<file path="config.mk">
export PLATFORM = sky130hd
export DESIGN_NAME = lid_decoder
export DESIGN_NICKNAME = d
export VERILOG_FILES = /design/src/design/lid_pkg.sv /design/src/design/lid_decoder.sv
export SDC_FILE = /design/constraint.sdc
export NUM_CORES = 1
export LEC_CHECK = 0
export ABC_AREA = 0
export ABC_CLOCK_PERIOD_IN_PS = 7100
export BUFFER_PORTS_ARGS = -buffer_cell sky130_fd_sc_hd__buf_2
export CORE_MARGIN = 4
export CORE_UTILIZATION = 60
export CTS_BUF_LIST = sky130_fd_sc_hd__clkbuf_4 sky130_fd_sc_hd__clkbuf_8
export DETAILED_ROUTE_END_ITERATION = 6
export PLACE_DENSITY = 0.83
export SYNTH_ARGS = -nofsm -noshare
export SYNTH_HDL_FRONTEND = slang
export SYNTH_SLANG_ARGS = --single-unit
</file>
<file path="constraint.sdc">
create_clock -name clk_sys -period 7.1 [get_ports clk_sys]
set_input_delay 1.42 -clock clk_sys [delete_from_list [all_inputs] [get_ports clk_sys]]
set_output_delay 1.42 -clock clk_sys [all_outputs]
set_load 0.1 [all_outputs]
</file>
<file path="src/design/lid_pkg.sv">
package lid_pkg;

  typedef enum logic [4:0] {
    CL_ILLEGAL, CL_PORT_IN, CL_PORT_OUT, CL_TABLE_LOOKUP_BYTE, CL_LEA, CL_LDPTR,
    CL_FLAGS, CL_ALU, CL_TEST, CL_UNARY, CL_MULDIV, CL_IMUL3, CL_INCDEC,
    CL_ADJUST, CL_CONVERT, CL_SHIFT, CL_STRING, CL_JUMP
  } lid_class_t;

  typedef struct packed {
    lid_class_t cls;
    logic [2:0] sub;
    logic mrm;
    logic [2:0] imm;
    logic [7:0] cmin;
    logic [7:0] cmax;
    logic [7:0] per;
    logic bad;
  } lid_dec_t;

  // addressing byte fields, byte counts, prefix count limit and AAM/AAD base
  localparam logic [1:0] MOD_MEM = 2'h0, MOD_DISP8 = 2'h1;
  localparam logic [1:0] MOD_DISP16 = 2'h2, MOD_REG = 2'h3;
  localparam logic [2:0] RM_DIRECT = 3'h6;
  localparam logic [2:0] N_NONE = 3'h0, N_ONE = 3'h1;
  localparam logic [2:0] N_TWO = 3'h2, N_FOUR = 3'h4;
  localparam logic [1:0] SEG_N_MAX = 2'h3;
  localparam logic [7:0] ASCII_MD_BASE = 8'h0a;

  // opcode patterns
  localparam logic [7:0] OP_SEG_PFX = 8'b001??110;
  localparam logic [7:0] OP_REP_PFX = 8'b1111001?;
  localparam logic [7:0] OP_IN_DIR = 8'b1110010?, OP_IN_IND = 8'b1110110?;
  localparam logic [7:0] OP_OUT_DIR = 8'b1110011?, OP_OUT_IND = 8'b1110111?;
  localparam logic [7:0] OP_TABLE_LOOKUP_BYTE = 8'hd7, OP_LEA = 8'h8d;
  localparam logic [7:0] OP_LDPTR = 8'b1100010?, OP_FLAGS = 8'b100111??;
  localparam logic [7:0] OP_ALU_RM = 8'b00???0??, OP_ALU_ACC = 8'b00???10?;
  localparam logic [7:0] OP_GRP1 = 8'b100000??, OP_TEST_RM = 8'b1000010?;
  localparam logic [7:0] OP_TEST_ACC = 8'b1010100?, OP_GRP3 = 8'b1111011?;
  localparam logic [7:0] OP_GRP5 = 8'b1111111?, OP_INCDEC_R = 8'b0100????;
  localparam logic [7:0] OP_IMUL3 = 8'b011010?1, OP_ASCII_MD = 8'b1101010?;
  localparam logic [7:0] OP_ADJUST = 8'b001??111, OP_CONVERT = 8'b1001100?;
  localparam logic [7:0] OP_SHIFT1 = 8'b1101000?, OP_SHIFTCL = 8'b1101001?;
  localparam logic [7:0] OP_SHIFTIMM = 8'b1100000?;
  localparam logic [7:0] OP_STRING_MOVE = 8'b1010010?, OP_STRING_COMPARE = 8'b1010011?;
  localparam logic [7:0] OP_STRING_SCAN = 8'b1010111?, OP_STRING_LOAD = 8'b1010110?;
  localparam logic [7:0] OP_STRING_STORE = 8'b1010101?, OP_INS = 8'b0110110?;
  localparam logic [7:0] OP_STRING_PORT_OUT = 8'b0110111?;
  localparam logic [7:0] OP_JMP_SHORT = 8'heb, OP_JMP_NEAR = 8'he9;
  localparam logic [7:0] OP_JMP_FAR = 8'hea;

  // processor clocks
  localparam logic [7:0] T_NONE = 8'h0, T_PFX = 8'h2;
  localparam logic [7:0] T_IN_DIR = 8'ha, T_IN_IND = 8'h8;
  localparam logic [7:0] T_OUT_DIR = 8'h9, T_OUT_IND = 8'h7;
  localparam logic [7:0] T_TABLE_LOOKUP_BYTE = 8'hb, T_LEA = 8'h6, T_LDPTR = 8'h12;
  localparam logic [7:0] T_PUSH_FLAG_WORD = 8'h9, T_POP_FLAG_WORD = 8'h8;
  localparam logic [7:0] T_ACC_HIGH_TO_FLAGS = 8'h3, T_FLAGS_TO_ACC_HIGH = 8'h2;
  localparam logic [7:0] T_ALU_R = 8'h3, T_ALU_M = 8'ha;
  localparam logic [7:0] T_ACC_B = 8'h3, T_ACC_W = 8'h4;
  localparam logic [7:0] T_IMM_R = 8'h4, T_IMM_M = 8'h10;
  localparam logic [7:0] T_TSTI_R = 8'h4, T_TSTI_M = 8'ha;
  localparam logic [7:0] T_UN_R = 8'h3, T_UN_M = 8'ha;
  localparam logic [7:0] T_INC_R = 8'h3, T_INC_M = 8'hf, T_INC_REG = 8'h3;
  localparam logic [7:0] T_DAA = 8'h4, T_DAS = 8'h4;
  localparam logic [7:0] T_AAA = 8'h8, T_AAS = 8'h7;
  localparam logic [7:0] T_AAM = 8'h13, T_AAD = 8'hf;
  localparam logic [7:0] T_CBW = 8'h2, T_CWD = 8'h4;
  localparam logic [7:0] T_MUL = 8'h1a, T_MUL_S = 8'h2;
  localparam logic [7:0] T_SIGNED_MULTIPLY = 8'h19, T_SIGNED_MULTIPLY_S = 8'h3;
  localparam logic [7:0] T_DIV = 8'h1d, T_DIV_S = 8'h0;
  localparam logic [7:0] T_SIGNED_DIVIDE = 8'h2c, T_SIGNED_DIVIDE_S = 8'h8;
  localparam logic [7:0] T_MD_WORD = 8'h9, T_MD_MEM = 8'h6;
  localparam logic [7:0] T_IM3_R = 8'h16, T_IM3_M = 8'h1d, T_IM3_S = 8'h3;
  localparam logic [7:0] T_SH1_R = 8'h2, T_SH1_M = 8'hf;
  localparam logic [7:0] T_SHN_R = 8'h5, T_SHN_M = 8'h11, T_SHN_N = 8'h1;
  localparam logic [7:0] T_STRING_MOVE = 8'he, T_STRING_COMPARE = 8'h16, T_STRING_SCAN = 8'hf;
  localparam logic [7:0] T_STRING_LOAD = 8'hc, T_STRING_STORE = 8'ha;
  localparam logic [7:0] T_INS = 8'he, T_STRING_PORT_OUT = 8'he;
  localparam logic [7:0] T_RMOVS_B = 8'h8, T_RMOVS_N = 8'h8;
  localparam logic [7:0] T_RCMPS_B = 8'h5, T_RCMPS_N = 8'h16;
  localparam logic [7:0] T_RSCAS_B = 8'h5, T_RSCAS_N = 8'hf;
  localparam logic [7:0] T_RLODS_B = 8'h6, T_RLODS_N = 8'hb;
  localparam logic [7:0] T_RSTOS_B = 8'h6, T_RSTOS_N = 8'h9;
  localparam logic [7:0] T_RIO_B = 8'h8, T_RIO_N = 8'h8;
  localparam logic [7:0] T_JMP = 8'he, T_JI_R = 8'hb, T_JI_M = 8'h11;
  localparam logic [7:0] T_JFI = 8'h1a;

endpackage

</file>
<file path="src/design/lid_decoder.sv">
`timescale 1ns/1ns
module lid_decoder (
  // clock and reset
  input wire logic clk_sys,
  input wire logic reset,
  // instruction byte stream
  input wire logic byteValid,
  input wire logic [7:0] byteData,
  output logic byteReady,
  // decoded instruction
  output logic instrValid,
  input wire logic instrReady,
  output lid_pkg::lid_class_t opClass,
  output logic [7:0] opCode,
  output logic [2:0] subOp,
  output logic opWidth,
  output logic opDir,
  output logic [1:0] modField,
  output logic [2:0] regField,
  output logic [2:0] rmField,
  output logic regOperand,
  output logic [15:0] dispValue,
  output logic [31:0] immValue,
  output logic segOverride,
  output logic [1:0] segSel,
  output logic repActive,
  output logic repZ,
  output logic illegal,
  // execution clocks
  output logic [7:0] clkMin,
  output logic [7:0] clkMax,
  output logic [7:0] clkPerCount
);
  import lid_pkg::*;

  typedef enum logic [2:0] {
    ST_OPC, ST_MRM, ST_DISP, ST_IMM, ST_OUT
  } lid_state_t;

  typedef struct packed {
    lid_state_t st;
    logic [7:0] op;
    logic [7:0] mrm;
    logic [2:0] cnt;
    logic [15:0] disp;
    logic [31:0] imm;
    logic [1:0] segN;
    logic [1:0] seg;
    logic rep;
    logic repZ;
    logic oValid;
    lid_class_t oCls;
    logic [2:0] oSub;
    logic oBad;
    logic [7:0] oMin;
    logic [7:0] oMax;
    logic [7:0] oPer;
    logic oRep;
  } lid_regs_t;

  lid_regs_t s_r, s_nxt;

  function automatic lid_dec_t mk(
    input lid_class_t c,
    input logic [2:0] sub,
    input logic r,
    input logic [2:0] n,
    input logic [7:0] lo,
    input logic [7:0] hi,
    input logic [7:0] per
  );
    lid_dec_t d;
    d.cls = c;
    d.sub = sub;
    d.mrm = r;
    d.imm = n;
    d.cmin = lo;
    d.cmax = hi;
    d.per = per;
    d.bad = 1'b0;
    return d;
  endfunction

  function automatic lid_dec_t strOp(
    input logic [2:0] sub,
    input logic rep,
    input logic [7:0] one,
    input logic [7:0] rb,
    input logic [7:0] rn
  );
    lid_dec_t d;
    if (rep) begin
      d = mk(CL_STRING, sub, 1'b0, N_NONE, rb, rb, rn);
    end else begin
      d = mk(CL_STRING, sub, 1'b0, N_NONE, one, one, T_NONE);
    end
    return d;
  endfunction

  // displacement bytes after the addressing byte
  function automatic logic [2:0] dispLen(input logic [7:0] m);
    logic [2:0] n;
    n = N_NONE;
    if (m[7:6] == MOD_DISP8) begin
      n = N_ONE;
    end else if (m[7:6] == MOD_DISP16) begin
      n = N_TWO;
    end else if (m[7:6] == MOD_MEM && m[2:0] == RM_DIRECT) begin
      n = N_TWO;
    end
    return n;
  endfunction

  function automatic lid_dec_t decodeOp(
    input logic [7:0] op,
    input logic [7:0] m,
    input logic rep
  );
    lid_dec_t d;
    logic w;
    logic isReg;
    logic [2:0] f;
    logic [7:0] t;
    logic [7:0] sp;
    w = op[0];
    isReg = (m[7:6] == MOD_REG);
    f = m[5:3];
    t = T_NONE;
    sp = T_NONE;
    d = mk(CL_ILLEGAL, 3'h0, 1'b0, N_NONE, T_NONE, T_NONE, T_NONE);
    d.bad = 1'b1;
    casez (op)
      OP_IN_DIR: d = mk(CL_PORT_IN, 3'h0, 1'b0, N_ONE, T_IN_DIR, T_IN_DIR,
        T_NONE);
      OP_IN_IND: d = mk(CL_PORT_IN, 3'h1, 1'b0, N_NONE, T_IN_IND, T_IN_IND,
        T_NONE);
      OP_OUT_DIR: d = mk(CL_PORT_OUT, 3'h0, 1'b0, N_ONE, T_OUT_DIR,
        T_OUT_DIR, T_NONE);
      OP_OUT_IND: d = mk(CL_PORT_OUT, 3'h1, 1'b0, N_NONE, T_OUT_IND,
        T_OUT_IND, T_NONE);
      OP_TABLE_LOOKUP_BYTE: d = mk(CL_TABLE_LOOKUP_BYTE, 3'h0, 1'b0, N_NONE, T_TABLE_LOOKUP_BYTE, T_TABLE_LOOKUP_BYTE,
        T_NONE);
      OP_LEA: d = mk(CL_LEA, 3'h0, 1'b1, N_NONE, T_LEA, T_LEA,
        T_NONE);
      OP_LDPTR: begin
        d = mk(CL_LDPTR, {2'h0, ~w}, 1'b1, N_NONE, T_LDPTR, T_LDPTR, T_NONE);
        d.bad = isReg;
      end
      OP_FLAGS: begin
        case (op[1:0])
          2'h0: t = T_PUSH_FLAG_WORD;
          2'h1: t = T_POP_FLAG_WORD;
          2'h2: t = T_ACC_HIGH_TO_FLAGS;
          default: t = T_FLAGS_TO_ACC_HIGH;
        endcase
        d = mk(CL_FLAGS, {1'b0, op[1:0]}, 1'b0, N_NONE, t, t, T_NONE);
      end
      OP_ALU_RM: begin
        t = isReg ? T_ALU_R : T_ALU_M;
        d = mk(CL_ALU, op[5:3], 1'b1, N_NONE, t, t, T_NONE);
      end
      OP_ALU_ACC: begin
        t = w ? T_ACC_W : T_ACC_B;
        d = mk(CL_ALU, op[5:3], 1'b0, w ? N_TWO : N_ONE, t, t,
          T_NONE);
      end
      OP_GRP1: begin
        t = isReg ? T_IMM_R : T_IMM_M;
        d = mk(CL_ALU, f, 1'b1, (op[1:0] == 2'h1) ? N_TWO : N_ONE, t, t,
          T_NONE);
      end
      OP_TEST_RM: begin
        t = isReg ? T_ALU_R : T_ALU_M;
        d = mk(CL_TEST, 3'h0, 1'b1, N_NONE, t, t, T_NONE);
      end
      OP_TEST_ACC: begin
        t = w ? T_ACC_W : T_ACC_B;
        d = mk(CL_TEST, 3'h1, 1'b0, w ? N_TWO : N_ONE, t, t,
          T_NONE);
      end
      OP_GRP3: begin
        case (f)
          3'h0: begin
            t = isReg ? T_TSTI_R : T_TSTI_M;
            d = mk(CL_TEST, 3'h2, 1'b1, w ? N_TWO : N_ONE, t, t,
              T_NONE);
          end
          3'h2, 3'h3: begin
            t = isReg ? T_UN_R : T_UN_M;
            d = mk(CL_UNARY, f, 1'b1, N_NONE, t, t, T_NONE);
          end
          3'h4, 3'h5, 3'h6, 3'h7: begin
            case (f)
              3'h4: {t, sp} = {T_MUL, T_MUL_S};
              3'h5: {t, sp} = {T_SIGNED_MULTIPLY, T_SIGNED_MULTIPLY_S};
              3'h6: {t, sp} = {T_DIV, T_DIV_S};
              default: {t, sp} = {T_SIGNED_DIVIDE, T_SIGNED_DIVIDE_S};
            endcase
            t = t + (w ? T_MD_WORD : T_NONE);
            t = t + (isReg ? T_NONE : T_MD_MEM);
            d = mk(CL_MULDIV, f, 1'b1, N_NONE, t, t + sp, T_NONE);
          end
          default: d.mrm = 1'b1;
        endcase
      end
      OP_IMUL3: begin
        t = isReg ? T_IM3_R : T_IM3_M;
        d = mk(CL_IMUL3, 3'h5, 1'b1, op[1] ? N_ONE : N_TWO, t, t + T_IM3_S,
          T_NONE);
      end
      OP_GRP5: begin
        case (f)
          3'h0, 3'h1: begin
            t = isReg ? T_INC_R : T_INC_M;
            d = mk(CL_INCDEC, f, 1'b1, N_NONE, t, t, T_NONE);
          end
          3'h4: begin
            t = isReg ? T_JI_R : T_JI_M;
            d = mk(CL_JUMP, 3'h3, 1'b1, N_NONE, t, t, T_NONE);
            d.bad = ~w;
          end
          3'h5: begin
            d = mk(CL_JUMP, 3'h4, 1'b1, N_NONE, T_JFI, T_JFI, T_NONE);
            d.bad = ~w | isReg;
          end
          default: d.mrm = 1'b1;
        endcase
      end
      OP_INCDEC_R: d = mk(CL_INCDEC, {2'h0, op[3]}, 1'b0, N_NONE,
        T_INC_REG, T_INC_REG, T_NONE);
      OP_ADJUST: begin
        case (op[4:3])
          2'h0: t = T_DAA;
          2'h1: t = T_DAS;
          2'h2: t = T_AAA;
          default: t = T_AAS;
        endcase
        d = mk(CL_ADJUST, {1'b0, op[4:3]}, 1'b0, N_NONE, t, t,
          T_NONE);
      end
      OP_ASCII_MD: begin
        t = w ? T_AAD : T_AAM;
        d = mk(CL_ADJUST, {2'h2, w}, 1'b0, N_ONE, t, t,
          T_NONE);
      end
      OP_CONVERT: begin
        t = w ? T_CWD : T_CBW;
        d = mk(CL_CONVERT, {2'h0, w}, 1'b0, N_NONE, t, t, T_NONE);
      end
      OP_SHIFT1: begin
        t = isReg ? T_SH1_R : T_SH1_M;
        d = mk(CL_SHIFT, f, 1'b1, N_NONE, t, t, T_NONE);
      end
      OP_SHIFTCL: begin
        t = isReg ? T_SHN_R : T_SHN_M;
        d = mk(CL_SHIFT, f, 1'b1, N_NONE, t, t, T_SHN_N);
      end
      OP_SHIFTIMM: begin
        t = isReg ? T_SHN_R : T_SHN_M;
        d = mk(CL_SHIFT, f, 1'b1, N_ONE, t, t, T_SHN_N);
      end
      OP_STRING_MOVE: d = strOp(3'h0, rep, T_STRING_MOVE, T_RMOVS_B, T_RMOVS_N);
      OP_STRING_COMPARE: d = strOp(3'h1, rep, T_STRING_COMPARE, T_RCMPS_B, T_RCMPS_N);
      OP_STRING_SCAN: d = strOp(3'h2, rep, T_STRING_SCAN, T_RSCAS_B, T_RSCAS_N);
      OP_STRING_LOAD: d = strOp(3'h3, rep, T_STRING_LOAD, T_RLODS_B, T_RLODS_N);
      OP_STRING_STORE: d = strOp(3'h4, rep, T_STRING_STORE, T_RSTOS_B, T_RSTOS_N);
      OP_INS: d = strOp(3'h5, rep, T_INS, T_RIO_B, T_RIO_N);
      OP_STRING_PORT_OUT: d = strOp(3'h6, rep, T_STRING_PORT_OUT, T_RIO_B, T_RIO_N);
      OP_JMP_SHORT: d = mk(CL_JUMP, 3'h0, 1'b0, N_ONE, T_JMP, T_JMP, T_NONE);
      OP_JMP_NEAR: d = mk(CL_JUMP, 3'h1, 1'b0, N_TWO, T_JMP, T_JMP, T_NONE);
      OP_JMP_FAR: d = mk(CL_JUMP, 3'h2, 1'b0, N_FOUR, T_JMP, T_JMP, T_NONE);
      default: ;
    endcase
    return d;
  endfunction

  lid_dec_t dec;
  logic [2:0] dl;
  logic fin;
  logic [7:0] pfx;

  always_comb begin
    s_nxt = s_r;
    dec = decodeOp(s_r.op, s_r.mrm, s_r.rep);
    dl = dispLen(s_r.mrm);
    fin = 1'b0;
    pfx = T_NONE;
    unique case (s_r.st)
      ST_OPC: begin
        if (byteValid) begin
          if (byteData ==? OP_SEG_PFX) begin
            s_nxt.seg = byteData[4:3];
            if (s_r.segN != SEG_N_MAX) begin
              s_nxt.segN = s_r.segN + 2'h1;
            end
          end else if (byteData ==? OP_REP_PFX) begin
            s_nxt.rep = 1'b1;
            s_nxt.repZ = byteData[0];
          end else begin
            s_nxt.op = byteData;
            dec = decodeOp(byteData, s_r.mrm, s_r.rep);
            if (dec.mrm) begin
              s_nxt.st = ST_MRM;
            end else if (dec.imm != N_NONE) begin
              s_nxt.st = ST_IMM;
            end else begin
              fin = 1'b1;
            end
          end
        end
      end
      ST_MRM: begin
        if (byteValid) begin
          s_nxt.mrm = byteData;
          dec = decodeOp(s_r.op, byteData, s_r.rep);
          dl = dispLen(byteData);
          if (dl != N_NONE) begin
            s_nxt.st = ST_DISP;
          end else if (dec.imm != N_NONE) begin
            s_nxt.st = ST_IMM;
          end else begin
            fin = 1'b1;
          end
        end
      end
      ST_DISP: begin
        if (byteValid) begin
          s_nxt.disp[{s_r.cnt[0], 3'h0} +: 8] = byteData;
          s_nxt.cnt = s_r.cnt + 3'h1;
          if (s_r.cnt + 3'h1 == dl) begin
            s_nxt.cnt = 3'h0;
            if (dec.imm != N_NONE) begin
              s_nxt.st = ST_IMM;
            end else begin
              fin = 1'b1;
            end
          end
        end
      end
      ST_IMM: begin
        if (byteValid) begin
          s_nxt.imm[{s_r.cnt[1:0], 3'h0} +: 8] = byteData;
          s_nxt.cnt = s_r.cnt + 3'h1;
          if (s_r.cnt + 3'h1 == dec.imm) begin
            fin = 1'b1;
          end
        end
      end
      ST_OUT: begin
        if (instrReady) begin
          // segment count, repeat flags and operands die with the instruction; seg keeps its last value, so segSel still shows it
          s_nxt.st = ST_OPC;
          s_nxt.oValid = 1'b0;
          s_nxt.segN = 2'h0;
          s_nxt.rep = 1'b0;
          s_nxt.repZ = 1'b0;
          s_nxt.mrm = 8'h0;
          s_nxt.cnt = 3'h0;
          s_nxt.disp = 16'h0;
          s_nxt.imm = 32'h0;
        end
      end
    endcase
    if (fin) begin
      // address calculation is already inside every figure
      dec = decodeOp(s_nxt.op, s_nxt.mrm, s_nxt.rep);
      pfx = 8'({6'h0, s_nxt.segN} * T_PFX);
      s_nxt.st = ST_OUT;
      s_nxt.cnt = 3'h0;
      s_nxt.oValid = 1'b1;
      s_nxt.oCls = dec.cls;
      s_nxt.oSub = dec.sub;
      s_nxt.oMin = dec.cmin + pfx;
      s_nxt.oMax = dec.cmax + pfx;
      s_nxt.oPer = dec.per;
      s_nxt.oRep = s_nxt.rep & (dec.cls == CL_STRING);
      s_nxt.oBad = dec.bad;
      if (s_nxt.op ==? OP_ASCII_MD) begin
        if (s_nxt.imm[7:0] != ASCII_MD_BASE) begin
          s_nxt.oBad = 1'b1;
        end
      end
      if (dec.mrm && s_nxt.mrm[7:6] == MOD_DISP8) begin
        s_nxt.disp[15:8] = {8{s_nxt.disp[7]}};
      end
    end
  end

  always_ff @(posedge clk_sys) begin
    if (reset) begin
      s_r <= '0;
    end else begin
      s_r <= s_nxt;
    end
  end

  assign byteReady = (s_r.st != ST_OUT);
  assign instrValid = s_r.oValid;
  assign opClass = s_r.oCls;
  assign opCode = s_r.op;
  assign subOp = s_r.oSub;
  assign opWidth = s_r.op[0];
  assign opDir = s_r.op[1];
  assign modField = s_r.mrm[7:6];
  assign regField = s_r.mrm[5:3];
  assign rmField = s_r.mrm[2:0];
  assign regOperand = (s_r.mrm[7:6] == MOD_REG);
  assign dispValue = s_r.disp;
  assign immValue = s_r.imm;
  assign segOverride = (s_r.segN != 2'h0);
  assign segSel = s_r.seg;
  assign repActive = s_r.oRep;
  assign repZ = s_r.repZ & s_r.oRep;
  assign illegal = s_r.oBad;
  assign clkMin = s_r.oMin;
  assign clkMax = s_r.oMax;
  assign clkPerCount = s_r.oPer;

endmodule

</file>
Yosys cells after proc, flatten, opt, wreduce, memory -nomap -nowiden --
Cells that the tools add are included.
Cells by class: add/subtract/negate cells 21, equality and inequality tests 173, shift-type cells 4, mux-type cells 186, bitwise logic cells 9, reduce and logical (&&, ||, !) cells 54
Operators with widths (number):
- 28-bit one-hot mux with 33 select lines | 2
- 37-bit one-hot mux with 33 select lines | 1
- 29-bit one-hot mux with 33 select lines | 1
- 7-bit == test, second input constant | 58
- 27-bit one-hot mux with 3 select lines | 4
- 22-bit one-hot mux with 3 select lines | 4
- 8-bit 2-to-1 mux | 32
- 21-bit 2-to-1 mux | 6
- 8-bit == test, second input constant | 15
- 20-bit 2-to-1 mux | 6
- 29-bit 2-to-1 mux | 4
- 4-bit 2-to-1 mux | 19
- 3-bit 2-to-1 mux | 24
- 4-bit one-hot mux with 3 select lines | 6
- 32-bit one-hot mux with 2 select lines | 1
- 7-bit by 6-bit == test with 1-bit output, second input constant | 9
- 61-bit 2-to-1 mux | 1
- 5-bit 2-to-1 mux | 12
- 28-bit 2-to-1 mux | 2
- 6-bit one-hot mux with 3 select lines | 3
- 8-bit adder | 6
- 3-bit == test, second input constant | 15
- 22-bit 2-to-1 mux | 2
- 8-bit by 3-bit adder with 8-bit output | 5
- 60 further kinds | 209
Storage, ports and cells: register bits 111, output and inout port bits 107, word-level logic and storage cells 469

Logic depth before layout (Yosys ltp) --
depth after elaboration 36, depth in mapped cells 21

Worst setup path before layout --
No wires, ideal clock.
kind input-to-reg, from in byteValid, to reg s_r, in the netlist clkMax[5], data arrival time 5394 ps, setup slack 1589 ps, cell stages on the path 19, path through buf_2 > nor4bb_1 > buf_2 > nor2_1 > a22oi_1 > nand2_1 > inv_1 > nand2_1 > fa_1 > inv_1 > fa_1 > nor2_1 > o21ai_0 > ha_1 > inv_1 > fa_1 > a211oi_1 > xor2_1 > a22o_1
Between the ends: cells in the longest elaborated chain, start to end 14, elaborated cells on any way between the ends 103, classes of those cells add/sub: 5; eq/ne: 44; mux: 46; reduce/logical: 8
Ends and longest elaborated chain:
- start, declared | line lid_decoder.sv:7 | input wire logic byteValid,
- 8-bit 2-to-1 mux | line lid_decoder.sv:313 | if (byteValid) begin
- 8-bit one-hot mux with 2 select lines | line lid_decoder.sv:288 | unique case (s_r.st)
- 3-bit == test
- 6-bit one-hot mux with 3 select lines | line lid_decoder.sv:193 | case (f)
- 8-bit 2-to-1 mux | line lid_decoder.sv:182 | case (f)
- 8-bit 2-to-1 mux | line lid_decoder.sv:132 | casez (op)
- 8-bit 2-to-1 mux | line lid_decoder.sv:364 | if (fin) begin
- 8-bit by 4-bit adder with 8-bit output | line lid_decoder.sv:199 | t = t + (w ? T_MD_WORD : T_NONE);
- 8-bit by 3-bit adder with 8-bit output | line lid_decoder.sv:200 | t = t + (isReg ? T_NONE : T_MD_MEM);
- 8-bit adder | line lid_decoder.sv:201 | d = mk(CL_MULDIV, f, 1'b1, N_NONE, t, t + sp, T_NONE);
- 27-bit one-hot mux with 3 select lines | line lid_decoder.sv:182
- 37-bit one-hot mux with 33 select lines | line lid_decoder.sv:132
- 37-bit 2-to-1 mux | line lid_decoder.sv:364
- 8-bit by 3-bit adder with 8-bit output | line lid_decoder.sv:374 | s_nxt.oMax = dec.cmax + pfx;
- end signal, assigned | line lid_decoder.sv:393 | s_r <= s_nxt;
- end, declared | line lid_decoder.sv:61 | lid_regs_t s_r, s_nxt;
Parallel ways exist; a longest one is shown, timed or not. The select of a mux whose other input is x is not followed. A chain may end at the register's enable or synchronous reset.

Final worst setup path --
from in byteValid, to reg s_r, in the netlist clkMax[4]
Same word-level chain as after synthesis.

==> results.toml <==
[run_status]
status = "completed"

[synth]
synth-seq-cells = 107
synthDistinctLibCells = 93
syn_avg_cell_area_sq_um = 7.548
yosysWarnings = 0
synth_edf_count = 0
ys_seq_area_share_pct = 25.75
netlist_area_sq_um = 8318
synth_ff_type = "dfxtp_1"
synthCells = 1102
async_reset_ff_share_pct = 0

[final_layout]
nNetsFinal = 1110
design_area_sq_um = 8414
layout-drive-gt1-share_pct = 17.17
ff_latch_area_sq_um = 2142
area_growth_pct = 1.158
antenna_cells = 0
multi_input_area_sq_um = 4974
num-fill-cells = 1210

[grt]
first_global_vias = 7661
gr-usage-all-layers_pct = 32.56
grtUsageMet1_pct = 42.64
grt_max_degree = 61
gr-max-usage-layer = "met2"
grt_util_met3_pct = 4.742
grt_antenna_before_repair = 0
grt_pass1_wl_mm = 42.02
overflow = 0
grtUsageMet2_pct = 52.11

[power]
p_per_area_nw_per_um2 = 231.2
ir_drop_uv = 158.5
power.total_w = 0.001946
p_leak_nw = 3.458

[floorplan]
num_rows = 42
die_height_um = 125.7
core_area_sq_um = 13400
die_x_um = 125.7
initial_core_util_pct = 62.07
die_area_sq_um = 15810
io_pins = 119

[sta]
finalSetupTns_ps = 0
fin_crit_sh_pct = 79.98
clock_skew_ps = 14.40
fmax_mhz = 176.1
worst_pin_slew_ps = 1274
finalHoldViolCount = 0
setup_viol = 0
slew-limit-headroom_pct = 14.31
layout_min_cycle_time_ps = 5679
hold_slack_ps = 454.1
slew_violations = 0
rsz0062_at_grt = "false"

[setup_path]
cp.required_ps = 7410
critPathMostFrequentCell = "a21oi_1"
slowest_delay_ps = 670
crit_slowest_cell = "o22ai_1"
crit_fanout = 13
end_kind = "flip-flop"
path_class = "input port to flip-flop"
crit_chain = "buf_2, or4b_4, a21oi_2, a21oi_1, o22ai_1, or3_1, o21ai_0, nor2_1, o2111ai_1, nor3_1, o21ai_0, ha_1, a21oi_1, a21oi_1, nor4_1, a221o_1"
crit_path_start_kind = "input port"
crit_arrival_ps = 5990

[detailed_routing]
drt.antenna.violating_nets = 0
drt-pass1-iter-count = 6
via_per_inst = 6.790
first_iter_violations = 1294
drc = 0
wl_per_cell_um = 21.51
vias = 8549
wl_mm = 27.09

[clocking]
path_clk_slew_ps = 120
cts_buffers = 9
clock_latency_ps = 410
postCtsHoldBufs = 0
cts_resized = 0
clockBufferDepth = 2
cts.htree.levels = 3
postCtsSetupRepairBufs = 0
tritoncts = "yes"
root_buffer = "clkbuf_8"
clkSinkCount = 107

[placement]
place_area_sq_um = 8188
place.gp.congestion = 1.083
port_buffers = 114
dp_hpwl_mm = 19.93

[flow_run]
cap_violations = 0

[hold_path]
min_path_type = "flip-flop to flip-flop"
-- metrics by stage --
stage | util, % | instances | worst slack [ps]
2_1_floorplan | - | 1105 | 1589
3_3_place_gp | 61.10 | 1243 | 1294
3_5_place_dp | 61.10 | 1243 | 1149
4_1_cts | 62.79 | 1259 | 1576
5_1_grt | 62.79 | 1259 | 1162
6_report | 62.79 | 1259 | 1421
-- registers in the layout, indices dropped and copies added (netlist names) --
name,flops
dispValue,16
subOp,3
clkMin,7
opCode,8
immValue,32
repActive,1
s_r,10
regField,3
segSel,2
clkPerCount,5
illegal,1
clkMax,8
rmField,3
modField,2
opClass,5
instrValid,1
-- layout by cell type, fill, tap and decap left out, types with 18 or more instances in the layout --
cell type / Yosys / final
a21oi_1: 76 / 76
o21ai_0: 46 / 46
inv_1: 28 / 28
and2_1: 19 / 19
nand4_1: 18 / 18
buf_2: 16 / 114
o211ai_1: 18 / 18
buf_4: 102 / 23
nor2_1: 115 / 115
nand2_1: 98 / 98
nand3_1: 50 / 50
dfxtp_1: 107 / 107
a22oi_1: 22 / 22
nor3_1: 31 / 31
-- logic make-up after synthesis --
kind of cell,share of synthesized area [%]
compound gates,27.29
xor+xnor,1.685
fa+ha+maj,3.369
buf+inv,14.59
flops,25.75
mux,1.354
other cells,0.04508
simple gates,25.92
-- worst max-delay path, delay by kind of cell --
| family | cells | cell delay (ps) |
|---|---|---|
| AO/OA/AOI/OAI | 9 | 2400 |
| AND/OR/NAND/NOR | 5 | 1660 |
| adder cells (fa/ha/maj) | 1 | 320 |
| buffers and inverters | 1 | 180 |
-- power breakdown --
part / internal, W / total [W] / switching, W
sequential: 0.000628 / 0.000672 / 0.0000439
combinational: 0.000212 / 0.000848 / 0.000636
clock: 0.000176 / 0.000426 / 0.000250
-- cell type report --
class / instances / share of cell area, %
sequential: 107 / 25.46
inverter: 29 / 1.294
clock inverter: 7 / 1.219
timing repair buffer: 137 / 8.833
clock buffer: 9 / 1.472
multi-input combinational: 794 / 59.11
tap: 176 / 2.617
-- per-layer routing --
layer | vias up | share of wire, %
met5 | - | 0
met4 | 0 | 6.1
met3 | 133 | 9.5
met2 | 601 | 45
met1 | 3945 | 39
li1 | 3870 | -
-- final timing paths --
path / from / endpoint / slack, ps / cells past startpoint
worst max-delay path: byteValid / clkMax[4] / 1420 / 16
worst max register to register: s_r[109] / clkMax[6] / 1900 / 16
worst min register to register: immValue[24] / immValue[24] / 450 / 2
worst min-delay path: immValue[24] / immValue[24] / 450 / 2
-- synthesized netlist by cell type, types with 5 or more instances --
| library cell | number | share of area, % |
|---|---|---|
| nor2_1 | 115 | 5.2 |
| dfxtp_1 | 107 | 26 |
| buf_4 | 102 | 9.2 |
| nand2_1 | 98 | 4.4 |
| a21oi_1 | 76 | 4.6 |
| nand3_1 | 50 | 3.0 |
| o21ai_0 | 46 | 2.8 |
| clkbuf_1 | 45 | 2.0 |
| nor3_1 | 31 | 1.9 |
| inv_1 | 28 | 1.3 |
| a22oi_1 | 22 | 2.0 |
| and2_1 | 19 | 1.4 |
| nand4_1 | 18 | 1.4 |
| o211ai_1 | 18 | 1.6 |
| buf_2 | 16 | 0.96 |
| ha_1 | 16 | 2.4 |
| a22o_1 | 15 | 1.6 |
| a21o_1 | 14 | 1.3 |
| nor2b_1 | 14 | 1.1 |
| nor4_1 | 12 | 0.90 |
| o22ai_1 | 12 | 0.90 |
| o31ai_1 | 10 | 0.90 |
| a31oi_1 | 9 | 0.68 |
| mux2i_1 | 9 | 1.1 |
| xnor2_1 | 9 | 0.95 |
| a211oi_1 | 8 | 0.72 |
| and3_1 | 8 | 0.60 |
| nand2b_1 | 8 | 0.60 |
| o211a_1 | 8 | 0.96 |
| o21a_1 | 8 | 0.72 |
| or3_1 | 8 | 0.60 |
| xor2_1 | 7 | 0.74 |
| buf_1 | 6 | 0.27 |
| buf_6 | 6 | 0.81 |
| a211o_1 | 5 | 0.53 |
| a221oi_1 | 5 | 0.53 |
Note: power is estimated with default switching activity, not from simulation.
